## src/core/rbr_pkg.sv

```systemverilog
package rbr_pkg;

	// ----------------------------------------------------------------
	// Register map, Avalon word addresses (byte address / 4).
	// ----------------------------------------------------------------
	localparam logic [3:0] ADDR_CTRL = 4'h0;
	localparam logic [3:0] ADDR_STATUS = 4'h1;
	localparam logic [3:0] ADDR_HWVER = 4'h2;
	localparam logic [3:0] ADDR_FWVER = 4'h3;
	localparam logic [3:0] ADDR_STORE_BAUD = 4'h4;
	localparam logic [3:0] ADDR_STORE_MSGSET = 4'h5;
	localparam logic [3:0] ADDR_STORE_FREQ = 4'h6;
	localparam logic [3:0] ADDR_SOFT_RESET = 4'h7;

	// ----------------------------------------------------------------
	// Field positions.
	// ----------------------------------------------------------------
	localparam int STAT_BOOT_ROM = 0;
	localparam int STAT_EXT_REF = 1;
	localparam int STAT_PPS_EXT = 2;
	localparam int STAT_HOLDOVER = 3;
	localparam int STAT_IN_RESET = 4;
	localparam int CTRL_HOLDOVER_SW = 0;

	// ----------------------------------------------------------------
	// Reset values and identity (identity values are arbitrary).
	// ----------------------------------------------------------------
	localparam logic [31:0] HW_VERSION = 32'h0000_0101;
	localparam logic [31:0] FW_VERSION = 32'h0000_0201;
	localparam logic [31:0] STORE_BAUD_RST = 32'h0000_9600;
	localparam logic [31:0] STORE_MSGSET_RST = 32'h0000_00ff;
	localparam logic [31:0] STORE_FREQ_RST = 32'h0098_9680;
	localparam logic [31:0] SOFT_RESET_KEY = 32'h0000_00a5;

	// ----------------------------------------------------------------
	// Timing.
	// ----------------------------------------------------------------
	localparam int CLK_PERIOD_PS = 5000;
	localparam int HARD_RESET_MIN_NS = 1000;
	localparam int HARD_RESET_CYCLES = (HARD_RESET_MIN_NS * 1000 + CLK_PERIOD_PS - 1)
		/ CLK_PERIOD_PS;
	localparam int RST_CNT_W = 8;
	localparam logic [RST_CNT_W-1:0] HARD_RESET_CNT = RST_CNT_W'(HARD_RESET_CYCLES);
	localparam int SYNC_W = 5;

	// ----------------------------------------------------------------
	// Sequencer states.
	// ----------------------------------------------------------------
	typedef enum logic [1:0] {
		SEQ_RESET = 2'b00,
		SEQ_LOW = 2'b01,
		SEQ_RUN = 2'b10
	} rbr_seq_t;

endpackage

```

## src/core/rbr_sync.sv

```systemverilog
`timescale 1ns/1ps

// Two-stage synchroniser, one per input bit.
module rbr_sync (
	input wire logic clk,
	input wire logic rst_b,
	input wire logic [rbr_pkg::SYNC_W-1:0] asyncIn,
	output logic [rbr_pkg::SYNC_W-1:0] syncOut
);

	logic [rbr_pkg::SYNC_W-1:0] stage1_r;

	// ----------------------------------------------------------------
	// Synchroniser chain.
	// ----------------------------------------------------------------
	genvar i;
	generate
		for (i = 0; i < rbr_pkg::SYNC_W; i++) begin : g_bit
			// First stage feeds only the second stage; both preset high to match pull-ups.
			always_ff @(posedge clk) begin
				if (!rst_b) begin
					stage1_r[i] <= 1'b1;
					syncOut[i] <= 1'b1;
				end else begin
					stage1_r[i] <= asyncIn[i];
					syncOut[i] <= stage1_r[i];
				end
			end
		end
	endgenerate

endmodule

```

## src/core/rbr_core.sv

```systemverilog
`timescale 1ns/1ps

// Notes on behaviour
// - Boot from flash when boot select high or open, from ROM when low.
// - Hard reset pin low for at least 1 us then released gives full reset.
// - Reference choice high picks internal oscillator, low picks external 10 MHz.
// - Reference choice is latched and only changes after a full reset.
// - Pulse choice pin selects external pulse instead of receiver pulse.
// - Holdover request forces holdover, ignoring the pulse reference.
// - User settings are held in storage that survives hard and soft resets; rst_b (power-on) loads defaults.
// - Fixed hardware and firmware version numbers are readable.
module rbr_core (
	input wire logic clk,
	input wire logic rst_b,
	input wire logic bootSourceSelect,
	input wire logic hardResetPin_b,
	input wire logic extRefChoose_b,
	input wire logic ppsRefChoose_b,
	input wire logic holdoverForce,
	input wire logic [3:0] avsAddress,
	input wire logic avsRead,
	input wire logic avsWrite,
	input wire logic [31:0] avsWriteData,
	input wire logic [3:0] avsByteEnable,
	output logic [31:0] avsReadData,
	output logic avsWaitRequest,
	output logic moduleReset,
	output logic bootFromRom,
	output logic useExtRef,
	output logic usePpsExt,
	output logic inHoldover,
	output logic [31:0] storeBaud,
	output logic [31:0] storeMsgSet,
	output logic [31:0] storeFreq
);

	logic [rbr_pkg::SYNC_W-1:0] syncIn;
	logic bootS;
	logic hardRstS_b;
	logic extRefS_b;
	logic ppsS_b;
	logic holdS;
	rbr_pkg::rbr_seq_t seq_r;
	logic [rbr_pkg::RST_CNT_W-1:0] lowCnt_r;
	logic [1:0] settle_r;
	logic strapTake;
	logic swReset_r;
	logic holdSw_r;
	logic ack_r;
	logic [31:0] storeBaud_nxt;
	logic [31:0] storeMsgSet_nxt;
	logic [31:0] storeFreq_nxt;
	logic wrHit;

	// ----------------------------------------------------------------
	// Input synchronisers.
	// ----------------------------------------------------------------
	rbr_sync uSync (
		.clk(clk),
		.rst_b(rst_b),
		.asyncIn({holdoverForce, ppsRefChoose_b, extRefChoose_b, hardResetPin_b,
			bootSourceSelect}),
		.syncOut(syncIn)
	);

	// Named views of the synchronised pins.
	assign bootS = syncIn[0];
	assign hardRstS_b = syncIn[1];
	assign extRefS_b = syncIn[2];
	assign ppsS_b = syncIn[3];
	assign holdS = syncIn[4];

	// ----------------------------------------------------------------
	// Hard reset sequencer.
	// ----------------------------------------------------------------
	// The synchronisers start preset high, so after power-on the straps are trusted only
	// once real pin levels have passed both stages.
	always_ff @(posedge clk) begin
		if (!rst_b) begin
			settle_r <= 2'b00;
		end else begin
			settle_r <= {settle_r[0], 1'b1};
		end
	end

	// Low pulses shorter than the minimum are ignored; release after a long pulse starts the reset.
	always_ff @(posedge clk) begin
		if (!rst_b) begin
			seq_r <= rbr_pkg::SEQ_RESET;
			lowCnt_r <= '0;
		end else begin
			unique case (seq_r)
				rbr_pkg::SEQ_RESET: begin
					lowCnt_r <= '0;
					if (settle_r[1]) begin
						seq_r <= rbr_pkg::SEQ_RUN;
					end
				end
				rbr_pkg::SEQ_RUN: begin
					lowCnt_r <= '0;
					if (!hardRstS_b) begin
						seq_r <= rbr_pkg::SEQ_LOW;
					end else if (swReset_r) begin
						seq_r <= rbr_pkg::SEQ_RESET;
					end
				end
				rbr_pkg::SEQ_LOW: begin
					if (hardRstS_b) begin
						seq_r <= (lowCnt_r >= rbr_pkg::HARD_RESET_CNT - 8'h01) ?
							rbr_pkg::SEQ_RESET : rbr_pkg::SEQ_RUN;
						lowCnt_r <= '0;
					end else if (lowCnt_r != 8'hff) begin
						lowCnt_r <= lowCnt_r + 8'h01;
					end
				end
				default: begin
					seq_r <= rbr_pkg::SEQ_RESET;
				end
			endcase
		end
	end

	// Module reset is high during the reset state.
	assign moduleReset = (seq_r == rbr_pkg::SEQ_RESET);
	assign strapTake = (seq_r == rbr_pkg::SEQ_RESET);

	// ----------------------------------------------------------------
	// Strap capture.
	// ----------------------------------------------------------------
	// Straps are taken only in the reset state and then held while running.
	always_ff @(posedge clk) begin
		if (!rst_b) begin
			bootFromRom <= 1'b0;
			useExtRef <= 1'b0;
		end else if (strapTake) begin
			bootFromRom <= !bootS;
			useExtRef <= !extRefS_b;
		end
	end

	// ----------------------------------------------------------------
	// Live reference and holdover controls.
	// ----------------------------------------------------------------
	// Pulse reference choice follows the pin; holdover by pin or software.
	always_ff @(posedge clk) begin
		if (!rst_b) begin
			usePpsExt <= 1'b0;
			inHoldover <= 1'b0;
		end else begin
			usePpsExt <= !ppsS_b && !moduleReset;
			inHoldover <= (holdS || holdSw_r) && !moduleReset;
		end
	end

	// ----------------------------------------------------------------
	// Avalon slave: one wait state, answer on the second cycle.
	// ----------------------------------------------------------------
	// Acknowledge pulses one cycle after a request appears.
	always_ff @(posedge clk) begin
		if (!rst_b) begin
			ack_r <= 1'b0;
		end else begin
			ack_r <= (avsRead || avsWrite) && !ack_r;
		end
	end

	assign avsWaitRequest = (avsRead || avsWrite) && !ack_r;
	assign wrHit = avsWrite && ack_r;

	// Read data register, zero for unmapped words.
	always_ff @(posedge clk) begin
		if (!rst_b) begin
			avsReadData <= 32'h0000_0000;
		end else if (avsRead && !ack_r) begin
			unique case (avsAddress)
				rbr_pkg::ADDR_CTRL: avsReadData <= {31'h0, holdSw_r};
				rbr_pkg::ADDR_STATUS: avsReadData <= {27'h0, moduleReset, inHoldover,
					usePpsExt, useExtRef, bootFromRom};
				rbr_pkg::ADDR_HWVER: avsReadData <= rbr_pkg::HW_VERSION;
				rbr_pkg::ADDR_FWVER: avsReadData <= rbr_pkg::FW_VERSION;
				rbr_pkg::ADDR_STORE_BAUD: avsReadData <= storeBaud;
				rbr_pkg::ADDR_STORE_MSGSET: avsReadData <= storeMsgSet;
				rbr_pkg::ADDR_STORE_FREQ: avsReadData <= storeFreq;
				default: avsReadData <= 32'h0000_0000;
			endcase
		end
	end

	// Software holdover bit and soft reset pulse.
	always_ff @(posedge clk) begin
		if (!rst_b) begin
			holdSw_r <= 1'b0;
			swReset_r <= 1'b0;
		end else begin
			swReset_r <= wrHit && (avsAddress == rbr_pkg::ADDR_SOFT_RESET) &&
				avsByteEnable[0] && (avsWriteData[7:0] == rbr_pkg::SOFT_RESET_KEY[7:0]);
			if (wrHit && (avsAddress == rbr_pkg::ADDR_CTRL) && avsByteEnable[0]) begin
				holdSw_r <= avsWriteData[rbr_pkg::CTRL_HOLDOVER_SW];
			end
		end
	end

	// ----------------------------------------------------------------
	// Persistent storage.
	// ----------------------------------------------------------------
	// Byte-lane merge of a write into a stored word.
	function automatic logic [31:0] mergeBytes(input logic [31:0] old,
		input logic [31:0] data, input logic [3:0] be);
		logic [31:0] res;
		res = old;
		for (int b = 0; b < 4; b++) begin
			if (be[b]) begin
				res[b*8 +: 8] = data[b*8 +: 8];
			end
		end
		return res;
	endfunction

	// Next values of the stored settings.
	always_comb begin
		storeBaud_nxt = storeBaud;
		storeMsgSet_nxt = storeMsgSet;
		storeFreq_nxt = storeFreq;
		if (wrHit && avsAddress == rbr_pkg::ADDR_STORE_BAUD) begin
			storeBaud_nxt = mergeBytes(storeBaud, avsWriteData, avsByteEnable);
		end
		if (wrHit && avsAddress == rbr_pkg::ADDR_STORE_MSGSET) begin
			storeMsgSet_nxt = mergeBytes(storeMsgSet, avsWriteData, avsByteEnable);
		end
		if (wrHit && avsAddress == rbr_pkg::ADDR_STORE_FREQ) begin
			storeFreq_nxt = mergeBytes(storeFreq, avsWriteData, avsByteEnable);
		end
	end

	// Settings survive hard and soft resets; only rst_b (power-on) loads defaults.
	always_ff @(posedge clk) begin
		if (!rst_b) begin
			storeBaud <= rbr_pkg::STORE_BAUD_RST;
			storeMsgSet <= rbr_pkg::STORE_MSGSET_RST;
			storeFreq <= rbr_pkg::STORE_FREQ_RST;
		end else begin
			storeBaud <= storeBaud_nxt;
			storeMsgSet <= storeMsgSet_nxt;
			storeFreq <= storeFreq_nxt;
		end
	end

endmodule

```

## config.mk

```make
export PLATFORM = sky130hd
export DESIGN_NAME = rbr_core
export DESIGN_NICKNAME = d
export VERILOG_FILES = /design/src/core/rbr_pkg.sv /design/src/core/rbr_sync.sv /design/src/core/rbr_core.sv
export SDC_FILE = /design/constraint.sdc
export NUM_CORES = 1
export LEC_CHECK = 0
export BUFFER_PORTS_ARGS = -buffer_cell sky130_fd_sc_hd__buf_2
export CAP_MARGIN = 20
export CORE_MARGIN = 10
export CORE_UTILIZATION = 54
export CTS_BUF_LIST = sky130_fd_sc_hd__clkbuf_4
export DETAILED_ROUTE_END_ITERATION = 8
export HOLD_SLACK_MARGIN = 0.02
export PLACE_DENSITY = 0.78
export SYNTH_ARGS = -nofsm -noshare
export SYNTH_HDL_FRONTEND = slang
export SYNTH_HIERARCHICAL = 1
export SYNTH_SLANG_ARGS = --single-unit
export TNS_END_PERCENT = 10
```

## constraint.sdc

```tcl
create_clock -name clk -period 2.3 [get_ports clk]
set_input_delay 0 -clock clk [delete_from_list [all_inputs] [get_ports clk]]
set_output_delay 0 -clock clk [all_outputs]
set_load 0.02 [all_outputs]
```

; ---- Word-level counts from Yosys, hierarchy flattened
; Cells that the tools add are included.
; Widths: inputs -> output; s select.
[totals]
inputBits = 49
elab_cells = 100
regBits = 157
[op_classes]
mux = 11
order_cmp = 1
addsub = 1
reduce_logical = 38
n_eq_ne = 15
[op_table]
columns = op, n
row1 = $pmux 32 s7, 1
row2 = $reduce_and 2->1, 13
row3 = $eq 4x3->1 const B, 4
row4 = $mux 8, 2
row5 = $pmux 8 s2, 1
row6 = $logic_and 1x1->1, 13
row7 = $mux 2, 5
row8 = $add 8x1->8 const B, 1
row9 = $eq 4x2->1 const B, 2
row10 = $eq 8x8->1 const B, 1
row11 = $ge 8x8->1 const B, 1
row12 = $ne 8x8->1 const B, 1
row13 = $pmux 2 s3, 1
row14 = $logic_not 1->1, 5
row15 = $eq 4x1->1 const B, 1
row16 = $logic_not 4->1, 1
row17 = $ne 2x1->1 const B, 2
row18 = $ne 3x2->1 const B, 1
row19 = $ne 3x3->1 const B, 1
row20 = $reduce_and 3->1, 1
row21 = $eq 2x1->1 const B, 1
row22 = $eq 2x2->1 const B, 1
row23 = $logic_not 2->1, 1
row24 = $logic_or 1x1->1, 2
row25 = 3 further kinds, 3

; ---- Logic depth before layout (Yosys ltp)
[depth]
word_depth = 4
ltp_mapped = 8
mapped_depth_nobuf = 6

; ---- Modules after synthesis
; The synthesis kept the hierarchy.
[modules_own_cells]
columns = mod, area_each_um2, instances, cells_each
row1 = rbr_core, 6354.8, 1, 644
row2 = rbr_sync, 262.8, 1, 20

; ---- Least setup slack after synthesis
; Ideal clock, no wire load.
[synth_path]
path_kind = register -> register
startpoint = register lowCnt_r[0] (netlist bit)
endpoint = register lowCnt_r[2] (netlist bit)
t_required_ns = 2.184
t_arrival_ns = 1.519
period_less_slack_ns = 1.636
path_buffers = 0
path_slack_ns = 0.664
stages_incl_launch_ff = 7
cell_sequence = dfxtp_1 > ha_1 > nand3_1 > o41ai_4 > a21boi_0 > xnor2_1 > nor2_1
[synth_via]
elab_chain_cells = 4
elab_cells_between_ends = 7
classes_between = add/sub: 1 / eq/ne: 2 / mux: 3 / reduce/logical: 1
[synth_rtl]
columns = element, line
row1 = from (decl), rbr_core.sv:44  ; logic [rbr_pkg::RST_CNT_W-1:0] lowCnt_r;
row2 = from (signal assigned), rbr_core.sv:113  ; lowCnt_r <= lowCnt_r + 8'h01;
row3 = $add 8x1->8, rbr_core.sv:113
row4 = $mux 8, rbr_core.sv:112  ; end else if (lowCnt_r != 8'hff) begin
row5 = $mux 8, rbr_core.sv:108  ; if (hardRstS_b) begin
row6 = $pmux 8 s2, rbr_core.sv:92  ; unique case (seq_r)
; Several ways; a longest one is shown, not always the timed one. The select of a mux whose other input is x is not followed.
; A chain may end at the register's enable or synchronous reset.

; ---- Worst setup path after layout
[layout_path]
startpoint = register ack_r
endpoint = register storeMsgSet[29]
[layout_via]
elab_chain_cells = 3
[layout_rtl]
columns = element, line
row1 = from (decl), rbr_core.sv:49  ; logic ack_r;
row2 = from (signal assigned), rbr_core.sv:163  ; ack_r <= (avsRead || avsWrite) && !ack_r;
row3 = $logic_and 1x1->1, rbr_core.sv:168  ; assign wrHit = avsWrite && ack_r;
row4 = $logic_and 1x1->1, rbr_core.sv:227  ; if (wrHit && avsAddress == rbr_pkg::ADDR_STORE_MSGSET) begin
row5 = $reduce_and 2->1 (no line), -
row6 = to (signal assigned), rbr_core.sv:239  ; storeMsgSet <= rbr_pkg::STORE_MSGSET_RST;
row7 = to (signal assigned), rbr_core.sv:243  ; storeMsgSet <= storeMsgSet_nxt;
row8 = to (decl), rbr_core.sv:33  ; output logic [31:0] storeMsgSet,
; Every way passes these cells.

==> flow_metrics.py <==
metrics = {
    "detailed_routing": {
        "wire_per_inst_um": 18.3,
        "viasPerCell": 5.48,
        "drc": 0,
        "antenna_left": 0,
        "via_count": 5755,
        "drt_wl_total_um": 19200,
        "drt_first_pass_iters": 5,
        "drt_iter0_markers": 358,
    },
    "setup_path": {
        "cp_num_buf_inv": 1,
        "criticalPathCategory": "flip-flop to flip-flop",
        "critPathArrivalTime_ns": 2.64,
        "critPathLaunchType": "flip-flop",
        "rrSetupSlack_ns": 0.13,
        "slowest_stage": "dlygate4sd3_1",
        "endpoint_kind": "flip-flop",
        "required_ns": 2.77,
        "cpPeakStageDelay_ns": 0.58,
        "cp_max_fo": 8,
        "cp_cell_sequence": "nand4b_2, nor3b_4, nand2_2, mux2i_1, dlygate4sd3_1, nor2b_1",
        "critPathTopFamily": "simple AND/OR/NAND/NOR gates",
    },
    "logic_synthesis": {
        "netlist.area_leader.share_pct": 47.5,
        "syn_area_per_cell_um2": 9.97,
        "yosysWarningCount": 6,
        "synth_top_area_cell": "dfxtp_1",
        "synth-seq-area-share_pct": 47.5,
        "syn_inst": 664,
        "synth-main-ff-cell": "dfxtp_1",
        "synth_edf_count": 0,
        "synth_nets": 714,
        "ys_seq_elements": 157,
        "netlist_area_um2": 6620,
        "yosys-top-cells-area": "dfxtp_1, mux2i_1, nor2b_1",
        "ys_types": 41,
        "synthArstFlopShare_pct": 0,
    },
    "die": {
        "coreArea_um2": 12000,
        "io_pins": 183,
        "core.rowCount": 40,
        "die_height_um": 131,
        "die_width_um": 131,
        "dieArea_um2": 17100,
        "initial_core_util_pct": 55.1,
    },
    "power_and_ir_drop": {
        "ir_worst_vdd_uv": 384,
        "p_per_area_nw_per_um2": 566,
        "p_total_mw": 4.76,
        "p_leak_nw": 4.12,
    },
    "sta": {
        "max_freq_mhz": 460,
        "fin_crit_ns": 2.17,
        "relSlewSlack_pct": 59.6,
        "worst_slack_ns": 0.128,
        "rsz0062_at_grt": "no",
        "worstMarginPinSlew_ns": 0.606,
        "hold_violations": 0,
        "finalCritPeriodShare_pct": 94.4,
        "finalSetupViolCount": 0,
        "fin_skew_ns": 0.0150,
        "fin_setup_tns_ns": 0,
        "slew_viol_final": 0,
    },
    "layout": {
        "final_util_pct": 70.0,
        "syn2layout_area_growth_pct": 27.0,
        "stdcell_area_um2": 8410,
        "drive_gt1_share_pct": 25.7,
        "nNetsFinal": 940,
        "final_common_cell": "buf_2",
        "final_cell_mix": "buf_2, dfxtp_1, mux2i_1",
    },
    "placement": {
        "dp_slack_ns": 0.395,
        "place_congestion": 0.822,
        "hpwl_um": 13400,
        "post_dp_cell_area_um2": 7610,
        "portBuffers": 182,
    },
    "clock_tree": {
        "clkTransAtPathRegs_ns": 0.11,
        "cts.sinks": 157,
        "clock_path_buffers": 2,
        "cts_root_buf": "clkbuf_4",
        "htreeDepth": 4,
        "clkLatencyLatePin_ns": 0.56,
        "numCtsBuffers": 17,
        "cts_tree": "yes",
        "post_cts.repair.setup_buffers": 0,
    },
    "global_routing": {
        "antenna_found_initial": 1,
        "grt_max_degree": 77,
        "grt_pass1_wl_um": 30600,
        "grt.overflow.total": 0,
        "first_global_vias": 5979,
        "grt_use_total_pct": 22.5,
    },
    "job": {
        "max_cap_violations": 0,
    },
    "outcome": {
        "run_status": "complete, no violations",
    },
    "hold_path": {
        "hold_path_class": "input pin to flip-flop",
    },
}
-- metal layers --
metal	GRT usage (%)	wire (um)	part of all wire, %
met2	37.7	9490	49
met1	26.3	7950	41
met3	6.00	1330	6.9
met4	10.7	437	2.3
met5	0	0	0
-- cell families (layout without fill, tap and decap cells) --
kind of cell	after synthesis	after routing	synth area share (%)
AOI/OAI and AO/OA	95	95	9.87
other	0	1	0
and+or+nand+nor	239	239	19.9
buffers and inverters	42	280	2.99
xor gates and xnor gates	6	6	0.794
adders and majority gates	1	1	0.189
DFF	157	157	47.5
muxes	124	124	18.8
-- stage by stage --
stage          hold slack (ns)  instances
5_1_grt                 0.0799       1050
4_1_cts                 0.0458       1049
3_5_place_dp             0.183        965
2_1_floorplan           0.0277        664
6_report                0.0827       1050
3_3_place_gp             0.179        965
-- Yosys cell counts, types with 4 or more instances --
library cell and number:
mux2i_1 124, nand2b_1 12, dfxtp_1 157, a21oi_1 9, nand3_1 5, inv_1 4
clkbuf_1 26, a22oi_1 36, xnor2_1 6, nor2_1 20, o21ai_0 34, o22ai_1 4
nand2_1 65, buf_6 4, nor2b_1 111, buf_2 8
-- cell type report --
type | count | area, um^2
diodes | 1 | 2.50
fillers | 922 | 3610
inverters | 4 | 15.0
flip-flops and latches | 157 | 3140
clock buffers | 21 | 158
multi-input cells | 465 | 3290
repair buffers | 245 | 1520
well taps | 147 | 184
clock inverters | 10 | 98.8
-- timing repair --
action / CTS / global route
endpoints found under the hold margin: 123 / 0
gates resized for setup: 0 / 1
setup endpoints to repair: 0 / 1
hold buffers: 53 / 0
-- state kept, by name, indices dropped and copies added, names as in the netlist --
name            flops
swReset_r           1
useExtRef           1
seq_r               2
storeFreq          32
inHoldover          1
bootFromRom         1
ack_r               1
storeBaud          32
storeMsgSet        32
uSync/stage1_r      5
settle_r            2
lowCnt_r            8
uSync/syncOut       5
holdSw_r            1
usePpsExt           1
avsReadData        32
-- power by group --
group	leakage [nW]	internal (mW)	switching, mW
Sequential	1.27	2.74	0.0180
Combinational	2.72	0.194	0.225
Clock	0.137	0.667	0.911
Total	4.12	3.60	1.15
-- worst min-delay path, stage by stage --
cell	delay, ns
buf_2	0.23
o21ai_0	0.20
a22oi_1	0.07
nor2b_1	0.10
-- final timing paths --
kind	from	to	cells after the start
setup / recovery	ack_r	storeMsgSet[29]	6
hold / removal	avsAddress[1]	avsReadData[24]	4
setup reg to reg	ack_r	storeMsgSet[29]	6
hold reg to reg	uSync/syncOut[3]	usePpsExt	1
No activity file was read; power rests on OpenSTA's default activity.
